--- src/logic/pmx_defs.svh ---
// Notes on behaviour
// - Every output pin owns a register whose six low bits pick the internal source that drives the pin.
// - The two upper bits of each pin register are not implemented, read as zero and ignore writes.
// - The selection field clears on power-on and brown-out reset and keeps its value on every other reset.
// - Code 0x24 routes the second two-wire interface data output and code 0x23 its clock output.
// - Code 0x22 routes the first two-wire interface data output and code 0x21 its clock output.
// - While the remap lock flag is set, writes to the pin selection fields are ignored.
`ifndef PMX_DEFS_SVH
`define PMX_DEFS_SVH

// Register bus geometry.
`define PMX_ADDR_W 8
`define PMX_DATA_W 8
`define PMX_SEL_W 6
`define PMX_SRC_N 64

// Register map: one selection register per pin from the base, lock flag apart.
`define PMX_SEL_BASE 8'h00
`define PMX_LOCK_ADDR 8'h40
`define PMX_LOCK_BIT 0

// Reset values.
`define PMX_SEL_RESET 6'h00
`define PMX_LOCK_RESET 1'b0

// Source codes that have fixed meaning.
`define PMX_CODE_LATCH 6'h00
`define PMX_CODE_I2C1_SCL 6'h21
`define PMX_CODE_I2C1_SDA 6'h22
`define PMX_CODE_I2C2_SCL 6'h23
`define PMX_CODE_I2C2_SDA 6'h24

// Reserved code ranges, inclusive.
`define PMX_RSV_A_LO 6'h11
`define PMX_RSV_A_HI 6'h12
`define PMX_RSV_B_LO 6'h19
`define PMX_RSV_B_HI 6'h1B
`define PMX_RSV_C_LO 6'h33
`define PMX_RSV_C_HI 6'h3F

`endif

--- src/logic/pmx_pkg.sv ---
`include "pmx_defs.svh"

package pmx_pkg;

    typedef logic [`PMX_SEL_W-1:0] pmx_code_t;

    // Named sources that the rest of the chip wires to fixed source slots.
    typedef enum logic [`PMX_SEL_W-1:0] {
        PMX_SRC_LATCH    = `PMX_CODE_LATCH,
        PMX_SRC_I2C1_SCL = `PMX_CODE_I2C1_SCL,
        PMX_SRC_I2C1_SDA = `PMX_CODE_I2C1_SDA,
        PMX_SRC_I2C2_SCL = `PMX_CODE_I2C2_SCL,
        PMX_SRC_I2C2_SDA = `PMX_CODE_I2C2_SDA
    } pmx_src_e;

    // A reserved code must never reach a peripheral slot.
    function automatic logic isReserved(input pmx_code_t code);
        isReserved = ((code >= `PMX_RSV_A_LO) && (code <= `PMX_RSV_A_HI)) ||
                     ((code >= `PMX_RSV_B_LO) && (code <= `PMX_RSV_B_HI)) ||
                     ((code >= `PMX_RSV_C_LO) && (code <= `PMX_RSV_C_HI));
    endfunction

endpackage

--- src/logic/pmx_sel_reg.sv ---
`timescale 1ns/1ps
`include "pmx_defs.svh"

module pmx_sel_reg (
    input  wire logic                  clk,
    input  wire logic                  rst_n,
    input  wire logic                  wrEn,
    input  wire logic                  lockFlag,
    input  wire logic [`PMX_SEL_W-1:0] wrData,
    output logic      [`PMX_SEL_W-1:0] selQ
);

    // Only the power-on reset reaches this flop; soft resets are kept away on purpose.
    always_ff @(posedge clk or negedge rst_n) begin
        if (!rst_n) begin
            selQ <= `PMX_SEL_RESET;
        end else if (wrEn && !lockFlag) begin
            selQ <= wrData;
        end
    end

endmodule // pmx_sel_reg

--- src/logic/pmx_src_mux.sv ---
`timescale 1ns/1ps
`include "pmx_defs.svh"

module pmx_src_mux (
    input  wire logic                  [`PMX_SEL_W-1:0] selCode,
    input  wire logic                  [`PMX_SRC_N-1:0] periphSrc,
    input  wire logic                                   latchValue,
    output logic                                        pinOut
);

    // Pure gating, no flop: a registered pin would add a cycle of lag to every peripheral.
    always_comb begin
        if ((selCode == `PMX_CODE_LATCH) || pmx_pkg::isReserved(selCode)) begin
            pinOut = latchValue;
        end else begin
            pinOut = periphSrc[selCode];
        end
    end

endmodule // pmx_src_mux

--- src/logic/pmx_pin_output_select.sv ---
`timescale 1ns/1ps
`include "pmx_defs.svh"

module pmx_pin_output_select #(
    parameter int NumPins = 8
) (
    input  wire logic                   clk,
    input  wire logic                   rst_n,
    input  wire logic                   sysResetReq,
    input  wire logic [`PMX_ADDR_W-1:0] regAddr,
    input  wire logic [`PMX_DATA_W-1:0] regWrData,
    input  wire logic                   regWr,
    input  wire logic                   regRd,
    output logic      [`PMX_DATA_W-1:0] regRdData,
    input  wire logic [`PMX_SRC_N-1:0]  periphSrc,
    input  wire logic [NumPins-1:0]     pinLatch,
    output logic                        remapLocked,
    output logic      [NumPins-1:0]     pinOut
);

    // Pin i answers at the base plus i; everything from the end of that run up is not a selection.
    localparam logic [`PMX_ADDR_W-1:0] SelBase = `PMX_SEL_BASE;
    localparam logic [`PMX_ADDR_W-1:0] SelEnd  = `PMX_ADDR_W'(`PMX_SEL_BASE + NumPins);

    logic                   lockQ;
    logic                   lockD;
    logic [`PMX_DATA_W-1:0] rdDataQ;
    logic [`PMX_DATA_W-1:0] rdDataD;
    logic [NumPins-1:0]     selWrEn;
    pmx_pkg::pmx_code_t     selQ [NumPins];
    // Register strobes decoded once, shared by the lock logic and the checks.
    logic                   lockWrEn;
    logic                   lockRdEn;
    logic                   selRdEn;
    logic                   voidRdEn;

    // Address decode shared by the write enables and the read mux.
    function automatic logic isSelAddr(input logic [`PMX_ADDR_W-1:0] addr);
        isSelAddr = (addr >= SelBase) && (addr < SelEnd);
    endfunction

    function automatic logic hitsPin(input logic [`PMX_ADDR_W-1:0] addr, input int idx);
        hitsPin = isSelAddr(addr) && (addr == `PMX_ADDR_W'(`PMX_SEL_BASE + idx));
    endfunction

    // Named strobes for each register, so the checks read like the register map.
    assign lockWrEn = regWr && (regAddr == `PMX_LOCK_ADDR);
    assign lockRdEn = regRd && (regAddr == `PMX_LOCK_ADDR);
    assign selRdEn  = regRd && isSelAddr(regAddr);
    // An unmapped read still answers, with zero, so software never sees stale data there.
    assign voidRdEn = regRd && !isSelAddr(regAddr) && (regAddr != `PMX_LOCK_ADDR);

    // The lock flag clears on every reset, power-on and soft alike.
    always_comb begin
        lockD = lockQ;
        if (sysResetReq) begin
            lockD = `PMX_LOCK_RESET;
        end else if (lockWrEn) begin
            lockD = regWrData[`PMX_LOCK_BIT];
        end
    end

    // The lock flop itself; the power-on reset clears it just as the soft reset does.
    always_ff @(posedge clk or negedge rst_n) begin
        if (!rst_n) begin
            lockQ <= `PMX_LOCK_RESET;
        end else begin
            lockQ <= lockD;
        end
    end

    // The flag leaves the block straight from its flop, so it never glitches.
    assign remapLocked = lockQ;

    // Per-pin selection registers and source muxes.
    genvar gi;
    generate
        for (gi = 0; gi < NumPins; gi++) begin : gPin
            // The soft reset does not reach the selection; only writes do.
            assign selWrEn[gi] = regWr && hitsPin(regAddr, gi);

            pmx_sel_reg uSelReg (
                .clk      (clk),
                .rst_n    (rst_n),
                .wrEn     (selWrEn[gi]),
                .lockFlag (lockQ),
                .wrData   (regWrData[`PMX_SEL_W-1:0]),
                .selQ     (selQ[gi])
            );

            pmx_src_mux uSrcMux (
                .selCode    (selQ[gi]),
                .periphSrc  (periphSrc),
                .latchValue (pinLatch[gi]),
                .pinOut     (pinOut[gi])
            );
        end
    endgenerate

    // Read mux; unmapped addresses and unused bits return zero.
    always_comb begin
        rdDataD = '0;
        if (regRd) begin
            if (regAddr == `PMX_LOCK_ADDR) begin
                rdDataD[`PMX_LOCK_BIT] = lockQ;
            end else begin
                for (int i = 0; i < NumPins; i++) begin
                    if (hitsPin(regAddr, i)) begin
                        rdDataD = {2'h0, selQ[i]};
                    end
                end
            end
        end
    end

    // Read data stands only in the cycle after the strobe, so a stale value never lingers.
    always_ff @(posedge clk or negedge rst_n) begin
        if (!rst_n) begin
            rdDataQ <= '0;
        end else begin
            rdDataQ <= rdDataD;
        end
    end

    // Read data come from a flop only.
    assign regRdData = rdDataQ;

    // Checks on each pin's register and output.
    generate
        for (gi = 0; gi < NumPins; gi++) begin : gChk
            selWrite_a: assert property (
                @(posedge clk) disable iff (!rst_n)
                (regWr && hitsPin(regAddr, gi) && !lockQ)
                |=> (selQ[gi] == $past(regWrData[`PMX_SEL_W-1:0]))
            ) else $error("Selection did not take an unlocked write.");

            lockIgnore_a: assert property (
                @(posedge clk) disable iff (!rst_n)
                (regWr && hitsPin(regAddr, gi) && lockQ) |=> $stable(selQ[gi])
            ) else $error("Selection changed while remapping was locked.");

            softKeep_a: assert property (
                @(posedge clk) disable iff (!rst_n)
                (sysResetReq && !selWrEn[gi]) |=> $stable(selQ[gi])
            ) else $error("Soft reset disturbed a pin selection.");

            readBack_a: assert property (
                @(posedge clk) disable iff (!rst_n)
                (regRd && hitsPin(regAddr, gi))
                |=> (regRdData == {2'h0, $past(selQ[gi])})
            ) else $error("Read data did not match the pin selection.");

            upperZero_a: assert property (
                @(posedge clk) disable iff (!rst_n)
                $past(regRd) |-> (regRdData[`PMX_DATA_W-1:`PMX_SEL_W] == 2'h0)
            ) else $error("Unimplemented selection bits read as one.");

            i2cTwo_a: assert property (
                @(posedge clk) disable iff (!rst_n)
                ((selQ[gi] == `PMX_CODE_I2C2_SDA) |-> (pinOut[gi] == periphSrc[`PMX_CODE_I2C2_SDA])) and
                ((selQ[gi] == `PMX_CODE_I2C2_SCL) |-> (pinOut[gi] == periphSrc[`PMX_CODE_I2C2_SCL]))
            ) else $error("Second two-wire interface not routed to pin.");

            i2cOne_a: assert property (
                @(posedge clk) disable iff (!rst_n)
                ((selQ[gi] == `PMX_CODE_I2C1_SDA) |-> (pinOut[gi] == periphSrc[`PMX_CODE_I2C1_SDA])) and
                ((selQ[gi] == `PMX_CODE_I2C1_SCL) |-> (pinOut[gi] == periphSrc[`PMX_CODE_I2C1_SCL]))
            ) else $error("First two-wire interface not routed to pin.");

            latchPath_a: assert property (
                @(posedge clk) disable iff (!rst_n)
                ((selQ[gi] == `PMX_CODE_LATCH) || pmx_pkg::isReserved(selQ[gi]))
                |-> (pinOut[gi] == pinLatch[gi])
            ) else $error("Latch or reserved code did not drive the latch value.");
        end
    endgenerate

    // Lock flag follows its own register and clears on soft reset.
    lockClear_a: assert property (
        @(posedge clk) disable iff (!rst_n)
        sysResetReq |=> !remapLocked
    ) else $error("Lock flag survived a soft reset.");

    strobeOnly_a: assert property (
        @(posedge clk) disable iff (!rst_n)
        !$past(regRd) |-> (regRdData == '0)
    ) else $error("Read data stood outside the answer cycle.");

    // Software sets and clears the lock through its one live bit.
    lockWrite_a: assert property (
        @(posedge clk) disable iff (!rst_n)
        (lockWrEn && !sysResetReq)
        |=> (remapLocked == $past(regWrData[`PMX_LOCK_BIT]))
    ) else $error("Lock flag did not take its write.");

    // The lock holds between its own writes and resets.
    lockHold_a: assert property (
        @(posedge clk) disable iff (!rst_n)
        (!lockWrEn && !sysResetReq)
        |=> $stable(remapLocked)
    ) else $error("Lock flag changed without a write or reset.");

    // A soft reset beats a lock write in the same cycle.
    softLockWrite_a: assert property (
        @(posedge clk) disable iff (!rst_n)
        (sysResetReq && lockWrEn)
        |=> !remapLocked
    ) else $error("Lock write beat a soft reset.");

    // The lock register reads back its flag with zeros above it.
    lockRead_a: assert property (
        @(posedge clk) disable iff (!rst_n)
        lockRdEn
        |=> (regRdData == {7'h00, $past(lockQ)})
    ) else $error("Lock register read back wrong.");

    // An address outside the map answers with zero.
    voidRead_a: assert property (
        @(posedge clk) disable iff (!rst_n)
        voidRdEn
        |=> (regRdData == '0)
    ) else $error("Unmapped address returned data.");

    // Every selection read keeps the two unimplemented bits at zero.
    selRead_a: assert property (
        @(posedge clk) disable iff (!rst_n)
        selRdEn
        |=> (regRdData[`PMX_DATA_W-1:`PMX_SEL_W] == 2'h0)
    ) else $error("Selection read showed an unimplemented bit.");

    // Power-on leaves the remapping unlocked.
    porLock_a: assert property (
        @(posedge clk)
        $rose(rst_n)
        |-> !remapLocked
    ) else $error("Lock flag set after power-on reset.");

    // Power-on leaves no read data standing.
    porRead_a: assert property (
        @(posedge clk)
        $rose(rst_n)
        |-> (regRdData == '0)
    ) else $error("Read data stood after power-on reset.");

    // Further checks per pin, each from a side the first set does not cover.
    generate
        for (gi = 0; gi < NumPins; gi++) begin : gChkMore
            // A selection moves only when its own register is written.
            selHold_a: assert property (
                @(posedge clk) disable iff (!rst_n)
                !selWrEn[gi]
                |=> $stable(selQ[gi])
            ) else $error("Selection changed without a write to it.");

            // A soft reset in the cycle of an unlocked write lets the write land.
            softWrite_a: assert property (
                @(posedge clk) disable iff (!rst_n)
                (sysResetReq && selWrEn[gi] && !lockQ)
                |=> (selQ[gi] == $past(regWrData[`PMX_SEL_W-1:0]))
            ) else $error("Write lost beside a soft reset.");

            // Power-on clears every selection.
            porSel_a: assert property (
                @(posedge clk)
                $rose(rst_n)
                |-> (selQ[gi] == `PMX_SEL_RESET)
            ) else $error("Selection not cleared by power-on reset.");

            // After power-on the pin shows its latch until software picks a source.
            porPin_a: assert property (
                @(posedge clk)
                $rose(rst_n)
                |-> (pinOut[gi] == pinLatch[gi])
            ) else $error("Pin did not show its latch after power-on reset.");

            // Any live code hands the pin to the peripheral slot of that number.
            periphPath_a: assert property (
                @(posedge clk) disable iff (!rst_n)
                ((selQ[gi] != `PMX_CODE_LATCH) && !pmx_pkg::isReserved(selQ[gi]))
                |-> (pinOut[gi] == periphSrc[selQ[gi]])
            ) else $error("Live code did not route its peripheral to the pin.");

            // Writing a reserved code parks the pin on its latch in the next cycle.
            rsvWrite_a: assert property (
                @(posedge clk) disable iff (!rst_n)
                (selWrEn[gi] && !lockQ && pmx_pkg::isReserved(regWrData[`PMX_SEL_W-1:0]))
                |=> (pinOut[gi] == pinLatch[gi])
            ) else $error("Reserved code did not park the pin on its latch.");

            // Writing code zero gives the pin back to its latch in the next cycle.
            latchWrite_a: assert property (
                @(posedge clk) disable iff (!rst_n)
                (selWrEn[gi] && !lockQ && (regWrData[`PMX_SEL_W-1:0] == `PMX_CODE_LATCH))
                |=> (pinOut[gi] == pinLatch[gi])
            ) else $error("Code zero did not return the pin to its latch.");

            // A write to this pin's own address always raises its enable.
            wrDecode_a: assert property (
                @(posedge clk) disable iff (!rst_n)
                (regWr && (regAddr == `PMX_ADDR_W'(`PMX_SEL_BASE + gi)))
                |-> selWrEn[gi]
            ) else $error("Write to a pin register missed its enable.");

            // A read of this pin's own address returns its selection.
            readAnswer_a: assert property (
                @(posedge clk) disable iff (!rst_n)
                (regRd && (regAddr == `PMX_ADDR_W'(`PMX_SEL_BASE + gi)))
                |=> (regRdData[`PMX_SEL_W-1:0] == $past(selQ[gi]))
            ) else $error("Read of a pin register returned another value.");
        end
    endgenerate

endmodule // pmx_pin_output_select

--- config.mk ---
export PLATFORM = sky130hd
export DESIGN_NAME = pmx_pin_output_select
export DESIGN_NICKNAME = d
export VERILOG_FILES = /design/src/logic/pmx_pkg.sv /design/src/logic/pmx_sel_reg.sv /design/src/logic/pmx_src_mux.sv /design/src/logic/pmx_pin_output_select.sv
export VERILOG_INCLUDE_DIRS = /design/src /design/src/logic
export SDC_FILE = /design/constraint.sdc
export NUM_CORES = 1
export LEC_CHECK = 0
export BUFFER_PORTS_ARGS = -buffer_cell sky130_fd_sc_hd__buf_2
export CORE_MARGIN = 2
export CORE_UTILIZATION = 45
export CTS_CLUSTER_DIAMETER = 30
export CTS_CLUSTER_SIZE = 16
export DETAILED_ROUTE_END_ITERATION = 7
export PLACE_DENSITY = 0.68
export SLEW_MARGIN = 15
export SYNTH_ARGS = -nofsm -noshare
export SYNTH_HDL_FRONTEND = slang
export SYNTH_SLANG_ARGS = --single-unit
--- constraint.sdc ---
create_clock -name clk -period 1.9 [get_ports clk]
set_input_delay 0.095 -clock clk [delete_from_list [all_inputs] [get_ports clk]]
set_output_delay 0.095 -clock clk [all_outputs]
set_load 0.005 [all_outputs]
After elaboration in Yosys (flattened, before gate mapping)
Index checks and enable logic that the tools add are counted.
{ "totals": {"input_bits": 93, "regBits": 57, "out_inout_bits": 17, "wordCells": 198} }
{ "classes": {"n_reduce_logical": 85, "order_cmp": 58, "muxes": 37, "n_eq_ne": 8} }
{ "ops": {"columns": ["op", "n"], "rows": [
  ["6-bit by 5-bit >= comparator with 1-bit output (second input constant)", 16],
  ["6-bit by 5-bit <= comparator with 1-bit output (second input constant)", 16],
  ["8-bit two-way mux", 8],
  ["6-bit by 7-bit less-than comparator with 1-bit output (second input constant)", 8],
  ["1-bit logical AND", 50],
  ["1-bit binary-select mux with 6-bit select", 8],
  ["6-bit >= comparator (second input constant)", 8],
  ["6-bit <= comparator (second input constant)", 8],
  ["6-bit logical NOT", 8],
  ["8-bit by 3-bit equality test with 1-bit output (second input constant)", 4],
  ["1-bit logical OR", 24],
  ["1-bit two-way mux", 19],
  ["8-bit by 2-bit equality test with 1-bit output (second input constant)", 2],
  ["8-bit by 1-bit equality test with 1-bit output (second input constant)", 1],
  ["8-bit by 7-bit equality test with 1-bit output (second input constant)", 1],
  ["8-bit by 1-bit >= comparator with 1-bit output (second input constant)", 1],
  ["8-bit logical NOT", 1],
  ["8-bit by 4-bit less-than comparator with 1-bit output (second input constant)", 1],
  ["7-bit two-way mux", 1],
  ["6-bit two-way mux", 1],
  ["2-bit nonzero test", 1],
  ["1-bit logical NOT", 1]
]} }

Logic depth before layout (Yosys ltp)
{ "logic_depth": {"ltp_word": 13, "depth_mapped": 10, "mapped_depth_nobuf": 6} }

Cells and area by module
Synthesis repeated with hierarchy kept, for this count alone.
{ "hier_totals": {"cells_unflattened": 670, "hier_area_um2": 8134.1} }
{ "by_module_without_submodules": {"columns": ["module", "area_per_inst_um2", "cells_each", "seq_area_each_um2", "n_inst"], "rows": [
  ["pmx_src_mux", 641.9, 58, 0.0, 8],
  ["pmx_sel_reg", 265.3, 14, 150.1, 8],
  ["pmx_pin_output_select", 877.1, 94, 175.2, 1]
]} }

Worst setup path after synthesis
Ideal clock, no wire load.
{ "synth_path": {"path_kind": "register -> output", "start": "register gPin[4].uSelReg.selQ[0]", "end": "output pinOut[4]", "arrival_ns": 1.993, "stages_incl_launch_ff": 8, "setup_slack_ns": -0.188, "path_buffers": 3, "t_required_ns": 1.805, "path_cell_list": "dfrtp_1 > buf_2 > buf_6 > mux4_2 > mux4_2 > a32oi_1 > a21oi_1 > buf_4"} }
{ "synth_between": {"elab_chain_len": 6, "elab_cells_between_ends": 16, "classes_between": "6 x order compare; 3 x mux; 7 x reduce/logical"} }
{ "synth_lines": {"columns": ["element", "line_no", "text"], "rows": [
  ["start, declared", "pmx_sel_reg.sv:10", "output logic [`PMX_SEL_W-1:0] selQ"],
  ["start signal, assigned", "pmx_sel_reg.sv:16", "selQ <= `PMX_SEL_RESET;"],
  ["start signal, assigned", "pmx_sel_reg.sv:18", "selQ <= wrData;"],
  ["6-bit by 5-bit >= comparator with 1-bit output (no source line) or 6-bit by 5-bit <= comparator with 1-bit output (tied branches)", null, null],
  ["1-bit logical AND (on tied branches)", "pmx_pkg.sv:18, pmx_pkg.sv:19", null],
  ["1-bit logical OR (2 in a row)", "pmx_pkg.sv:18", "isReserved = ((code >= `PMX_RSV_A_LO) && (code <= `PMX_RSV_A_HI)) ||"],
  ["1-bit logical OR", "pmx_src_mux.sv:13", "if ((selCode == `PMX_CODE_LATCH) || pmx_pkg::isReserved(selCode)) begin"],
  ["1-bit two-way mux (*)", "pmx_src_mux.sv:13", null],
  ["end, declared", "pmx_pin_output_select.sv:18", "output logic [NumPins-1:0] pinOut"]
]} }
Every way passes the cells marked *; elsewhere a longest branch is shown, timed or not. The select of a mux whose other input is x is not followed.

Final worst setup path
{ "layout_path": {"start": "register gPin[7].uSelReg.selQ[0]", "end": "output pinOut[7]"} }
{ "layout_between": {"elab_chain_len": 6, "elab_cells_between_ends": 16, "classes_between": "6 x order compare; 3 x mux; 7 x reduce/logical"} }
{ "layout_lines": {"columns": ["element", "line_no"], "rows": [
  ["start, declared", "pmx_sel_reg.sv:10"],
  ["start signal, assigned", "pmx_sel_reg.sv:16"],
  ["start signal, assigned", "pmx_sel_reg.sv:18"],
  ["6-bit by 5-bit >= comparator with 1-bit output (no source line) or 6-bit by 5-bit <= comparator with 1-bit output (tied branches)", null],
  ["1-bit logical AND (on tied branches)", "pmx_pkg.sv:18, pmx_pkg.sv:19"],
  ["1-bit logical OR (2 in a row)", "pmx_pkg.sv:18"],
  ["1-bit logical OR", "pmx_src_mux.sv:13"],
  ["1-bit two-way mux (*)", "pmx_src_mux.sv:13"]
]} }
Marks and branches as above.

==> impl_metrics.csv <==
group,metric,value,unit
timing,setup_violations,8,
synthesis,yosys-top-cells-count,"92 x mux4_2, 55 x dfrtp_1, 53 x mux2_2, 53 x mux2i_1, 41 x nand2_1",
pwr,powerDensity,458.9,nW/um2
synthesis,syn_inst,688,
synthesis,seq_area_frac_synth,18.55,%
critical_path,arrival,2.34,ns
timing,worst_clock_skew,0.005456,ns
worst_hold_path,min_path_type,"primary input to flop",
synthesis,synth-edff-count,0,
floorplan,initial_core_util,46.38,%
grt,grt_pass1_wl,44740,um
floorplan,die_h,132.4,um
synthesis,yosysMostFrequentCell,"mux4_2",
synthesis,async_flop_share,100.0,%
outcome,outcome,"finished with violations",
place,dp_slack,-0.2192,ns
place,dp_hpwl,21320,um
synthesis,dominantRegCellSynth,"dfrtp_1",
route,post_drt_wl_per_cell,29.55,um
route,route.detailed.drc,0,
pwr,power.leakage,3.596,nW
synthesis,synth_top_area_share,27.92,%
place,port-buffer-count,105,
clock_network,clock-root-buffer,"clkbuf_16",
route,routed_wl,30680,um
place,numPlacedInstances,1010,
timing,fin_crit,2.438,ns
timing,relSlewSlack,65.93,%
route,drt_iter0_drc,1100,
grt,antenna_found_initial,0,
timing,post-route-period-util,128.3,%
timing,drv_slew,0,
clock_network,clockBufferDepth,2,
pwr,ir_drop,0.0003579,V
layout,area_growth,24.53,%
clock_network,cts_buffers,5,
floorplan,rows,46,
layout,post-route-util,57.76,%
clock_network,clk_latency,0.31,ns
clock_network,htree_levels,2,
synthesis,avgSynthCellArea,10.79,um2
synthesis,synth_cell_types,62,
critical_path,reg2reg_slack,0.06,ns
critical_path,crit_fanout,6,
grt,grtUsageTotal,34.15,%
critical_path,critPathKind,"flop to output port",
timing,fin_tns_setup,-3.494,ns
layout,diodes,0,
floorplan,die_x,132.4,um
critical_path,startpoint_type,"flop",
clock_network,cts.clk_slew.worst_paths,0.08,ns
flow_run,cap_violations,0,
layout,drive_above_1_share,51.82,%
timing,finalWorstSetupSlack,-0.5377,ns
place,routabilityCongestion,1.059,
floorplan,ios,110,
route,drt_pass1_iterations,5,
grt,grt_max_degree,56,
synthesis,yosysWarningCount,0,
timing,hold_viol_final,0,
layout,final_cells,1038,
timing,rsz0062_at_grt,"true",
synthesis,synth-seq-cells,55,
timing,max_freq,410.2,MHz
route,ant_nets,0,
layout,register_area,1388,um2
synthesis,synth_area,7421,um2
critical_path,end_kind,"output port",
outcome,violations,"negative setup slack",
synthesis,ys_top_cells_by_area,"mux4_2 28%, dfrtp_1 19%, mux2_2 8.0%",
route,num_vias,7443,
layout,nets,914,
clock_network,clock-sinks,55,
floorplan,core-area,16000,um2
grt,grt_pass1_vias,7133,
timing,tightest_slew,0.5111,ns
layout,fill_cells,1424,
grt,grt.overflow.total,0,
synthesis,netlist.top_cell.by_area,"mux4_2",
floorplan,die_area,17530,um2
clock_network,tritoncts,"built",
layout,multi_input_area,5749,um2
route,avgViaCountPerCell,7.171,
critical_path,crit_required,1.80,ns
==> through the flow <==
step           hold slack (ns)  power [mW]  instance area [um2]
3_3_place_gp            0.1288       3.002                 8630
5_1_grt                0.03379       4.391                 9241
2_1_floorplan          -0.2006       2.380                 7495
4_1_cts               0.008125       4.105                 8940
3_5_place_dp            0.1295       3.034                 8630
6_report               0.01261       4.241                 9241
==> cell families (layout without fill, tap and decap cells) <==
family | after synthesis | after routing | synth area share [%]
xor gates and xnor gates | 8 | 8 | 0.9442
buffers and inverters | 98 | 231 | 6.609
other | 1 | 2 | 0.05053
and+or+nand+nor | 176 | 176 | 12.85
muxes | 218 | 218 | 48.27
DFF | 55 | 55 | 18.55
AOI/OAI and AO/OA | 132 | 132 | 12.73
==> registers in the layout (all words and copies together) (netlist names) <==
name / count
gPin.uSelReg.selQ: 48
remapLocked: 1
regRdData: 6
==> worst paths after layout <==
| check | from | endpoint | cells after the start |
|---|---|---|---|
| max | gPin[7].uSelReg.selQ[0] | pinOut[7] | 7 |
| min | regRd | regRdData[0] | 2 |
| max reg2reg | gPin[2].uSelReg.selQ[0] | regRdData[0] | 6 |
| min reg2reg | gPin[7].uSelReg.selQ[4] | gPin[7].uSelReg.selQ[4] | 1 |
| max in group asynchronous | rst_n | gPin[6].uSelReg.selQ[2] | 3 |
| min in group asynchronous | rst_n | gPin[2].uSelReg.selQ[1] | 3 |
==> placed cells by master, fill, tap and decap left out, types with 5 or more instances in the layout <==
master     count
clkbuf_16      9
mux2_2        51
a31oi_1        9
buf_2        105
buf_12        16
a22o_1         7
nand2_1       41
nor4_1        10
mux4_2        99
dfrtp_1       46
o311ai_0       7
dfrtp_2        9
buf_4         79
nor2_1        33
a222oi_1       5
xnor2_1        8
inv_1         11
a21oi_1       15
and2_1         5
mux2_1         5
and3_1         5
a22oi_1       12
o21ai_0       17
a2111oi_2      6
a22oi_2        6
a21o_1         6
nor2b_1       29
mux2i_1       49
mux2_4         8
nand3_1       20
==> metal layers <==
| metal | up-vias | GRT usage, % | wire length (um) |
|---|---|---|---|
| met3 | 116 | 9.042 | 3841 |
| met2 | 576 | 51.53 | 13630 |
| met4 | 0 | 15.65 | 1679 |
| li1 | 3028 | - | - |
| met5 | - | 0 | 0 |
| met1 | 3723 | 46.22 | 11520 |
==> repair_timing <==
action | in CTS | in global routing
buffers inserted | 5 | 8
hold buffers | 2 | 0
endpoints found under the hold margin | 56 | 0
gates resized for setup | 18 | 45
pin swaps | 5 | 16
gates cloned | 2 | 4
setup endpoints to repair | 8 | 8
==> critical path, cell delays in order (launching register included) <==
cell	delay [ns]
dfrtp_2	0.44
clkbuf_16	0.17
mux4_2	0.49
mux2_4	0.29
a21oi_2	0.12
nor2_1	0.05
o32a_1	0.34
buf_2	0.13
==> area by class of cell <==
type                       count  area share [%]
multi-input combinational    536           62.21
timing repair buffer         211           17.71
sequential                    55           15.01
tap                          216           2.924
clock buffer                   5           1.354
inverter                      12          0.4874
clock inverter                 3          0.2979
==> report_power, final <==
group          internal (mW)  leakage [nW]  switching [mW]  total, mW
logic                  0.940          2.78           0.940       1.88
clock network          0.504        0.0719           0.522       1.03
registers               1.22         0.741           0.115       1.34
(Power assumes the default switching activity.)
